<file path="config.mk">
export PLATFORM = sky130hd
export DESIGN_NAME = apt_pacing_ctrl
export DESIGN_NICKNAME = d
export VERILOG_FILES = /design/src/apt_list_mem.v /design/src/apt_pacing_ctrl.v
export VERILOG_INCLUDE_DIRS = /design/src
export SDC_FILE = /design/constraint.sdc
export NUM_CORES = 1
export LEC_CHECK = 0
export ABC_AREA = 1
export BUFFER_PORTS_ARGS = -buffer_cell sky130_fd_sc_hd__clkbuf_2
export CORE_MARGIN = 4
export CORE_UTILIZATION = 49
export CTS_BUF_LIST = sky130_fd_sc_hd__clkbuf_16
export DETAILED_ROUTE_END_ITERATION = 16
export HOLD_SLACK_MARGIN = 0.05
export PLACE_DENSITY = 0.72
export SYNTH_ARGS = -nofsm -noshare
export SYNTH_HDL_FRONTEND = slang
export SYNTH_SLANG_ARGS = --single-unit
</file>
<file path="constraint.sdc">
create_clock -name clock_i -period 1.87 [get_ports clock_i]
set_input_delay 0.0935 -clock clock_i [delete_from_list [all_inputs] [get_ports clock_i]]
set_output_delay 0.0935 -clock clock_i [all_outputs]
set_load 0.01 [all_outputs]
</file>
<file path="src/apt_map.vh">
// Register offsets, field positions, reset values and timing counts for the pacing controller
`ifndef APT_MAP_VH
`define APT_MAP_VH

// Register byte offsets
`define APT_CTRL_OFS 12'h000
`define APT_RANGE_OFS 12'h004
`define APT_DIV_OFS 12'h008
`define APT_LEN_OFS 12'h00C
`define APT_START_OFS 12'h010
`define APT_STATUS_OFS 12'h014
`define APT_DIGIN_OFS 12'h018
`define APT_SINGLE_OFS 12'h01C
`define APT_LIST_OFS 12'h100

// Control field positions
`define APT_CTRL_CLKSRC_BIT 0
`define APT_CTRL_TRIGSRC_BIT 1
`define APT_CTRL_VARIANT_BIT 2
`define APT_CTRL_AUTO_BIT 3

// Range field position
`define APT_RANGE_BIPOLAR_BIT 0

// List entry layout: channel in [4:0], gain code in [9:8]
`define APT_ENT_CHAN_LSB 0
`define APT_ENT_GAIN_LSB 8

// Reset values
`define APT_CTRL_RST 4'h0
`define APT_RANGE_RST 1'h1
`define APT_DIV_RST 24'h000078
`define APT_LEN_RST 6'h01

// Time base and pacing limits
`define APT_CLK_HZ 40000000
`define APT_BASE_HZ 12000000
`define APT_DIV_MAX 24'hF42400
`define APT_DIV_MIN_12 24'h000078
`define APT_DIV_MIN_G1 24'h0000F0
`define APT_DIV_MIN_G100 24'h0004B0
`define APT_DIV_MIN_G500 24'h001770
`define APT_DIGIN_CHAN 5'h10
`define APT_LIST_DEPTH 32
`define APT_LOW_CYC 4'h3

`endif

</file>
<file path="src/apt_list_mem.v">
// Channel-gain list storage with registered read data
`timescale 1ns/10ps
module apt_list_mem (
  // Clock
  input wire clock_i,
  // Write port
  input wire wr_en_i,
  input wire [4:0] wr_addr_i,
  input wire [9:0] wr_data_i,
  // Read port
  input wire [4:0] rd_addr_i,
  output reg [9:0] rd_data_o
);
  // Storage array; contents undefined until software writes
  reg [9:0] mem_r [0:31];

  // Write and registered read
  always @(posedge clock_i) begin
    if (wr_en_i) begin
      mem_r[wr_addr_i] <= wr_data_i;
    end
    rd_data_o <= mem_r[rd_addr_i];
  end
endmodule // apt_list_mem

</file>
<file path="src/apt_pacing_ctrl.v">
// Analog input pacing, triggering and channel-gain sequencing with APB registers
//
// Our own choices: the register offsets and the APB slave port.
`timescale 1ns/10ps
`include "apt_map.vh"
module apt_pacing_ctrl (
  // Clock and reset
  input wire clock_i,
  input wire rst_n_i,
  // APB slave
  input wire psel_i,
  input wire penable_i,
  input wire pwrite_i,
  input wire [11:0] paddr_i,
  input wire [31:0] pwdata_i,
  output reg [31:0] prdata_o,
  output reg pready_o,
  output reg pslverr_o,
  // External pins
  input wire ext_sample_clock_terminal_i,
  input wire ext_trigger_terminal_i,
  input wire [7:0] port_a_i,
  // Converter side
  input wire buf_full_i,
  output reg conv_start_o,
  output reg [4:0] conv_chan_o,
  output reg [1:0] conv_gain_o,
  output reg conv_bipolar_o,
  output reg pacer_n_o,
  output reg dig_valid_o,
  output reg [7:0] dig_data_o
);
  // Machine states
  localparam ST_IDLE = 2'h0;
  localparam ST_ARM = 2'h1;
  localparam ST_RUN = 2'h2;

  ////////////////////////////////////////////////////////////////////////////
  // Configuration registers
  reg [3:0] ctrl_ff; // Clock source, trigger source, variant, autorange
  reg range_bip_ff; // Subsystem-wide polarity
  reg [23:0] div_ff; // Pacing divisor in time base ticks
  reg [5:0] len_ff; // Number of list entries, 1 to 32
  reg [1:0] state_ff;
  reg [1:0] nxt_state;
  reg [4:0] idx_ff; // Current list index
  reg [7:0] din_cap_ff; // Last digital word captured by list sequencing
  reg range_err_ff; // Sticky: rejected polarity request
  reg [1:0] auto_gain_ff; // Gain chosen by autorange
  reg sv_busy_ff; // Single-value request in flight

  // APB decode
  wire apb_wr = psel_i & penable_i & pwrite_i;
  wire list_hit = (paddr_i[11:8] == 4'h1);
  wire ctl_hit = (paddr_i[11:8] == 4'h0) & (paddr_i[7:0] <= 8'h1C) & (paddr_i[1:0] == 2'h0);
  wire is_16 = ctrl_ff[`APT_CTRL_VARIANT_BIT];
  wire start_wr = apb_wr & (paddr_i == `APT_START_OFS);
  wire stop_wr = start_wr & ~pwdata_i[0];

  ////////////////////////////////////////////////////////////////////////////
  // Pin synchronisers
  reg [1:0] eclk_sync_ff;
  reg [1:0] etrg_sync_ff;
  reg [7:0] pa_meta_ff;
  reg [7:0] pa_sync_ff;
  reg eclk_prev_ff;
  reg etrg_prev_ff;

  // Two stages per pin; only the second stage feeds the edge detectors
  always @(posedge clock_i or negedge rst_n_i) begin
    if (!rst_n_i) begin
      eclk_sync_ff <= 2'h0;
      etrg_sync_ff <= 2'h0;
      pa_meta_ff <= 8'h00;
      pa_sync_ff <= 8'h00;
      eclk_prev_ff <= 1'b0;
      etrg_prev_ff <= 1'b0;
    end else begin
      eclk_sync_ff <= {eclk_sync_ff[0], ext_sample_clock_terminal_i};
      etrg_sync_ff <= {etrg_sync_ff[0], ext_trigger_terminal_i};
      pa_meta_ff <= port_a_i;
      pa_sync_ff <= pa_meta_ff;
      eclk_prev_ff <= eclk_sync_ff[1];
      etrg_prev_ff <= etrg_sync_ff[1];
    end
  end

  wire eclk_rise = eclk_sync_ff[1] & ~eclk_prev_ff;
  wire etrg_rise = etrg_sync_ff[1] & ~etrg_prev_ff;

  ////////////////////////////////////////////////////////////////////////////
  // 12 MHz time base: fractional accumulator, 3 ticks every 10 clocks
  reg [5:0] tb_acc_ff;
  wire [6:0] tb_sum = {1'b0, tb_acc_ff} + 7'd12;
  wire tb_tick = (tb_sum >= 7'd40);

  always @(posedge clock_i or negedge rst_n_i) begin
    if (!rst_n_i) begin
      tb_acc_ff <= 6'h00;
    end else if (tb_tick) begin
      tb_acc_ff <= tb_sum[5:0] - 6'd40;
    end else begin
      tb_acc_ff <= tb_sum[5:0];
    end
  end

  ////////////////////////////////////////////////////////////////////////////
  // Divisor limits by variant and gain
  reg [23:0] div_min;
  always @* begin
    if (!is_16) begin
      div_min = `APT_DIV_MIN_12;
    end else if (conv_gain_o == 2'h3) begin
      div_min = `APT_DIV_MIN_G500;
    end else if (conv_gain_o == 2'h2) begin
      div_min = `APT_DIV_MIN_G100;
    end else begin
      div_min = `APT_DIV_MIN_G1;
    end
  end

  // Short divisors are raised to the minimum at use, so readback shows what was written
  wire [23:0] div_eff = (div_ff < div_min) ? div_min : div_ff;

  ////////////////////////////////////////////////////////////////////////////
  // Internal pacing counter
  reg [23:0] pace_cnt_ff;
  reg [3:0] low_cnt_ff;
  wire running = (state_ff == ST_RUN);
  wire int_term = running & tb_tick & (pace_cnt_ff <= 24'h000001);

  // reload with divisor per terminal count
  always @(posedge clock_i or negedge rst_n_i) begin
    if (!rst_n_i) begin
      pace_cnt_ff <= `APT_DIV_RST;
    end else if (!running) begin
      pace_cnt_ff <= div_eff;
    end else if (int_term) begin
      pace_cnt_ff <= div_eff;
    end else if (tb_tick) begin
      pace_cnt_ff <= pace_cnt_ff - 24'h000001;
    end
  end

  always @(posedge clock_i or negedge rst_n_i) begin
    if (!rst_n_i) begin
      low_cnt_ff <= 4'h0;
      pacer_n_o <= 1'b1;
    end else if (int_term & ~ctrl_ff[`APT_CTRL_CLKSRC_BIT]) begin
      low_cnt_ff <= `APT_LOW_CYC;
      pacer_n_o <= 1'b0;
    end else if (low_cnt_ff != 4'h0) begin
      low_cnt_ff <= low_cnt_ff - 4'h1;
      pacer_n_o <= (low_cnt_ff == 4'h1);
    end else begin
      pacer_n_o <= 1'b1;
    end
  end

  wire int_rise = (low_cnt_ff == 4'h1);

  wire sample_pulse = running & ~buf_full_i &
    (ctrl_ff[`APT_CTRL_CLKSRC_BIT] ? eclk_rise : int_rise);

  ////////////////////////////////////////////////////////////////////////////
  // Trigger and run state
  // software start write triggers
  wire trig_evt = ctrl_ff[`APT_CTRL_TRIGSRC_BIT] ? etrg_rise : start_wr & pwdata_i[0];

  // Next state
  always @* begin
    nxt_state = state_ff;
    case (state_ff)
      ST_IDLE: begin
        if (start_wr & pwdata_i[0]) begin
          nxt_state = ctrl_ff[`APT_CTRL_TRIGSRC_BIT] ? ST_ARM : ST_RUN;
        end
      end
      ST_ARM: begin
        if (stop_wr) begin
          nxt_state = ST_IDLE;
        end else if (trig_evt) begin
          nxt_state = ST_RUN;
        end
      end
      ST_RUN: begin
        if (stop_wr | buf_full_i) begin
          nxt_state = ST_IDLE;
        end
      end
      default: begin
        nxt_state = ST_IDLE;
      end
    endcase
  end

  // State register
  always @(posedge clock_i or negedge rst_n_i) begin
    if (!rst_n_i) begin
      state_ff <= ST_IDLE;
    end else begin
      state_ff <= nxt_state;
    end
  end

  ////////////////////////////////////////////////////////////////////////////
  // List memory and sequencing
  wire [4:0] last_idx = len_ff[4:0] - 5'h1;
  wire mem_we = apb_wr & list_hit & (paddr_i[1:0] == 2'h0);
  wire [9:0] mem_q;
  reg [9:0] wr_ent;

  // Channel legality on write: channels above 16 become the digital channel
  always @* begin
    wr_ent = {pwdata_i[9:8], 3'h0, pwdata_i[4:0]};
    if (pwdata_i[4:0] > `APT_DIGIN_CHAN) begin
      wr_ent[4:0] = `APT_DIGIN_CHAN;
    end
  end

  apt_list_mem u_list (
    .clock_i(clock_i),
    .wr_en_i(mem_we),
    .wr_addr_i(paddr_i[6:2]),
    .wr_data_i(wr_ent),
    .rd_addr_i(idx_ff),
    .rd_data_o(mem_q)
  );

  // Index advance
  always @(posedge clock_i or negedge rst_n_i) begin
    if (!rst_n_i) begin
      idx_ff <= 5'h00;
    end else if (!running) begin
      idx_ff <= 5'h00;
    end else if (sample_pulse) begin
      idx_ff <= (idx_ff >= last_idx) ? 5'h00 : idx_ff + 5'h01;
    end
  end

  ////////////////////////////////////////////////////////////////////////////
  // Conversion outputs
  wire mem_dig = (mem_q[4:0] == `APT_DIGIN_CHAN);

  // Auto gain from requested range magnitude on single-value start
  always @(posedge clock_i or negedge rst_n_i) begin
    if (!rst_n_i) begin
      conv_start_o <= 1'b0;
      conv_chan_o <= 5'h00;
      conv_gain_o <= 2'h0;
      conv_bipolar_o <= 1'b1;
      dig_valid_o <= 1'b0;
      dig_data_o <= 8'h00;
      din_cap_ff <= 8'h00;
      sv_busy_ff <= 1'b0;
    end else begin
      conv_start_o <= 1'b0;
      dig_valid_o <= 1'b0;
      conv_bipolar_o <= range_bip_ff;
      sv_busy_ff <= 1'b0;
      if (sample_pulse) begin
        conv_chan_o <= mem_q[4:0];
        conv_gain_o <= mem_q[9:8];
        if (mem_dig) begin
          dig_valid_o <= 1'b1;
          dig_data_o <= pa_sync_ff;
          din_cap_ff <= pa_sync_ff;
        end else begin
          conv_start_o <= 1'b1;
        end
      end else if (apb_wr & (paddr_i == `APT_SINGLE_OFS) & ~running) begin
        conv_chan_o <= pwdata_i[4:0];
        conv_gain_o <= (is_16 & ctrl_ff[`APT_CTRL_AUTO_BIT]) ? auto_gain_ff : pwdata_i[9:8];
        conv_start_o <= (pwdata_i[4:0] != `APT_DIGIN_CHAN);
        dig_valid_o <= (pwdata_i[4:0] == `APT_DIGIN_CHAN);
        dig_data_o <= pa_sync_ff;
        sv_busy_ff <= 1'b1;
      end
    end
  end

  ////////////////////////////////////////////////////////////////////////////
  // Register writes
  always @(posedge clock_i or negedge rst_n_i) begin
    if (!rst_n_i) begin
      ctrl_ff <= `APT_CTRL_RST;
      range_bip_ff <= `APT_RANGE_RST;
      div_ff <= `APT_DIV_RST;
      len_ff <= `APT_LEN_RST;
      range_err_ff <= 1'b0;
      auto_gain_ff <= 2'h0;
    end else if (apb_wr & ctl_hit & ~running) begin
      case (paddr_i)
        `APT_CTRL_OFS: begin
          ctrl_ff <= pwdata_i[3:0];
          // Switching to 16-bit forces bipolar
          if (pwdata_i[`APT_CTRL_VARIANT_BIT]) begin
            range_bip_ff <= 1'b1;
          end
        end
        `APT_RANGE_OFS: begin
          if (is_16 & ~pwdata_i[`APT_RANGE_BIPOLAR_BIT]) begin
            range_err_ff <= 1'b1;
          end else begin
            range_bip_ff <= pwdata_i[`APT_RANGE_BIPOLAR_BIT];
          end
          auto_gain_ff <= pwdata_i[5:4];
        end
        `APT_DIV_OFS: begin
          div_ff <= (pwdata_i[23:0] > `APT_DIV_MAX) ? `APT_DIV_MAX : pwdata_i[23:0];
        end
        `APT_LEN_OFS: begin
          // Zero or oversize lengths clamp to the legal span
          if (pwdata_i[5:0] == 6'h00) begin
            len_ff <= 6'h01;
          end else if (pwdata_i[5:0] > 6'd32) begin
            len_ff <= 6'd32;
          end else begin
            len_ff <= pwdata_i[5:0];
          end
        end
        `APT_STATUS_OFS: begin
          range_err_ff <= 1'b0;
        end
        default: begin
          range_err_ff <= range_err_ff;
        end
      endcase
    end
  end

  ////////////////////////////////////////////////////////////////////////////
  // APB answer: one access cycle, pready asserted in the access phase
  always @(posedge clock_i or negedge rst_n_i) begin
    if (!rst_n_i) begin
      prdata_o <= 32'h00000000;
      pready_o <= 1'b0;
      pslverr_o <= 1'b0;
    end else begin
      pready_o <= psel_i & ~penable_i;
      pslverr_o <= psel_i & ~penable_i & ~(ctl_hit | list_hit);
      prdata_o <= 32'h00000000;
      if (psel_i & ~penable_i & ~pwrite_i) begin
        case (paddr_i)
          `APT_CTRL_OFS: prdata_o <= {28'h0000000, ctrl_ff};
          `APT_RANGE_OFS: prdata_o <= {26'h0, auto_gain_ff, 3'h0, range_bip_ff};
          `APT_DIV_OFS: prdata_o <= {8'h00, div_ff};
          `APT_LEN_OFS: prdata_o <= {26'h0, len_ff};
          `APT_STATUS_OFS: prdata_o <= {16'h0000, 3'h0, idx_ff, 3'h0, sv_busy_ff,
                                        range_err_ff, buf_full_i, state_ff};
          `APT_DIGIN_OFS: prdata_o <= {24'h000000, din_cap_ff};
          default: prdata_o <= 32'h00000000;
        endcase
      end
    end
  end

  // Reads of the list are not supported; they return zero
endmodule // apt_pacing_ctrl

</file>
==> impl_results.md <==
- Max_cap viols: 0
- Leading cell type in the layout, fill and taps excluded: nand2_1
- Achievable clock frequency: between 400 and 500 MHz
- Clock power frac: 0.378
- Drt first-iter violations: 1599
- Predominant post-synthesis flop cell: edfxtp_1
- Failing checks: setup timing
- Wire per inst: approximately 20 um
- Worst VDD drop: 0.844 mV
- Antenna Diode Count: 0
- Row Count: 68
- Inserted Clock Buffers: 40
- CP cell instances: nand2_2 > buf_6 > nor2_4 > ha_4 > nand2_2 > nor2_1 > nand2_1 > nand2_2 > nand2_4 > inv_4 > nor2_4 > nand2_1 > nand2_1 > nand2_1 > nand3_1 > nand2_1
- CORE AREA: roughly 35000 sq um
- Largest net degree at the start of global routing: 89
- CTS max path bufs: 3
- Post-synth EDFFs: 224
- Seq/Total Area, Yosys: 0.621
- Vias in the first global route: ~14000
- Final Hold Viols: 0
- Vias: between 10000 and 15000
- Tcrit/Tclk final: 1.12
- Final worst path period need: 2.10 ns
- Combinational power share: 0.152
- Layout net count: 2144
- Yosys cell types: 48
- I/O pins: 113
- Power per cell area: around 920 nW/um^2
- Switching power: 5.49 mW
- Initial antenna violation count: 1
- Max-slew violation total from the final report: 0
- Die height: 196 um
- Hold crit path type: primary input to register
- Slowest stage delay, CP: 0.39 ns
- First-pass detailed-route iteration total: 6
- Residual DRC: 0
- Clk sinks: 384
- Leak: approximately 9.4 nW
- Required @ worst endpoint: 2.31 ns
- RSZ-0062 raised after global routing: yes
- Share of the synthesized area in the top cell type: 0.390
- CP endpoint kind: register
- Startpoint Class: register
- Setup ws final: -0.229 ns
- Asr flop ratio synth: 0.398
- Synth Instances: 1746
- H-tree levels: 2
- Slew HR: 0.513
- GPL Wtd Cong: 0.951
- Global-route wire length before repair: between 70000 and 80000 um
- GRT overflow: 0
- Clock latency on the worst-skew pair: 0.56 ns
- Routed Antenna Nets: 0
- Final wirelength: ~52000 um
- Sequential power share: 0.469
- Int Pwr: about 15 mW
- Switching part of the total: 0.272
- Die width: between 150 and 200 um
- Slew @ Worst Pin: 0.730 ns
- Synth Cell Area: 17200 sq um
- Setup Skew: 0.0163 ns
- Layout area overhead: 27.3%
- Clk slew on worst S/H paths: roughly 0.06 ns
- DIE AREA: around 38000 sq um
- Starting Density: 0.498
- Most frequent cells in the layout: nand2_1 (305), nor2_1 (236), edfxtp_1 (224)
- Register bit total from synthesis: 384
- Total power: between 20 and 25 mW
- Status: complete, but fails checks
- Critical-path maximum fanout: 6
- Total track usage: 0.250
- Critical path's slowest cell: dfrtp_1
- CTS Root Cell: clkbuf_16
- Final setup vio count: 28
- Layout cells sized above 1: 0.255
- Post-Place Worst Slack: -0.209 ns
- Mean post-synth cell area: 9.88 sq um
- Synth top area cells: edfxtp_1 (39%), dfrtp_1 (20%), nand2_1 (7.1%)
- DPL Wire Length: 33100 um
- Class of the most critical setup path: register to register
- Via-to-Cell Ratio: 5.66
- Synth warn: 0
- Worst EP arrival: 2.54 ns
- Worst path most repeated cell: nand2_1
- TritonCTS clock tree: yes
- Synth area leader: edfxtp_1
- PortBufs: 96
==> per-stage QoR <==
stage / hold slack, ns / utilization / cell area [sq um] / setup TNS [ns] / instances
finish: 0.0672 / 0.634 / 22000 / -2.06 / 2551
global route: 0.0923 / 0.634 / 22000 / -5.53 / 2551
CTS: 0.0524 / 0.616 / 21300 / -0.436 / 2529
global placement: 0.0497 / 0.561 / 19400 / -12.93 / 2401
detailed placement: 0.0488 / 0.561 / 19400 / -19.86 / 2401
floorplan: -0.202 / - / 17300 / -0.0207 / 1753
==> cells in the mapped netlist (5+ instances only) <==
library cell and n:
nand2_2 8, buf_2 18, clkbuf_1 33, dfxtp_1 7
buf_4 8, nor3_1 41, nor2_4 6, o21ai_1 24
ha_1 20, nand4_1 14, o31ai_1 9, a21oi_1 67
a211oi_1 7, inv_2 13, o211ai_1 7, nor4_1 8
xnor2_1 5, dfrtp_1 141, o22ai_1 39, nor2_1 254
inv_1 141, nand3_1 71, xor2_1 17, a21oi_2 8
nand2_1 326, buf_1 8, nor2_2 9, o21ai_0 165
edfxtp_1 224, dfstp_2 12
==> timing repair <==
| action | CTS | global route |
|---|---|---|
| buffers inserted | 13 | 15 |
| pin swaps | 24 | 47 |
| hold buffers | 41 | 0 |
| resized for setup | 48 | 105 |
| gates cloned | 1 | 7 |
| setup endpoints to repair | 44 | 59 |
| endpoints found under the hold margin | 197 | 0 |
==> routing by layer <==
metal	vias to the layer above	routed length [um]	global-route usage
met5	-	57	0
met4	2	2100	0.0905
met2	801	25300	0.423
met1	6928	19300	0.327
met3	168	4890	0.0414
li1	6549	-	-
==> state kept, by name (all words and copies together), names as in the netlist, 5 cells and up <==
name,count
pa_meta_ff,8
u_list.mem_r,224
pa_sync_ff,8
prdata_o,24
din_cap_ff,8
pace_cnt_ff,24
dig_data_o,8
conv_chan_o,5
idx_ff,5
u_list.rd_data_o,7
len_ff,6
div_ff,24
==> final timing paths <==
| path | startpoint | to | slack (ns) | cells after the start |
|---|---|---|---|---|
| setup reg to reg | conv_gain_o[1] | pace_cnt_ff[10] | -0.23 | 16 |
| max in group asynchronous | rst_n_i | idx_ff[0] | 0.27 | 4 |
| min in group asynchronous | rst_n_i | div_ff[17] | 0.57 | 3 |
| setup / recovery | conv_gain_o[1] | pace_cnt_ff[10] | -0.23 | 16 |
| hold / removal | paddr_i[3] | sv_busy_ff | 0.07 | 5 |
| hold reg to reg | pa_meta_ff[3] | pa_sync_ff[3] | 0.35 | 0 |
==> cell families (layout without fill, tap and decap cells) <==
family / after synthesis / after routing / share of synthesized area
buffers and inverters: 227 / 567 / 0.0546
DFF: 384 / 384 / 0.621
adders and majority gates: 20 / 20 / 0.0145
AOI/OAI and AO/OA: 337 / 338 / 0.109
and+or+nand+nor: 755 / 757 / 0.190
other: 1 / 8 / 0.000217
xor gates and xnor gates: 22 / 22 / 0.0112
==> power groups by stage <==
stage                     registers (mW)  clock network [mW]  logic [mW]
after floorplan                     9.61                   0        1.40
after global placement              9.62                   0        2.43
after detailed placement            9.62                   0        2.51
after CTS                           9.46                7.71        2.78
after global routing                9.49                8.12        3.36
final                               9.48                7.64        3.07
==> critical path: cells and delay by family, from the launching register on <==
kind | cells | cell delay (ns)
simple gates | 13 | 1.19
flops | 1 | 0.39
buf+inv | 2 | 0.17
fa+ha+maj | 1 | 0.22
==> final cells by class <==
cell class	instances	area [sq um]
Timing Repair Buffer	337	2660
Tap cell	455	569
Sequential cell	384	10700
Clock inverter	32	203
Fill cell	2659	12700
Clock buffer	42	1050
Multi-Input combinational cell	1145	6170
Inverter	156	608
No activity file was read; power rests on OpenSTA's default activity.
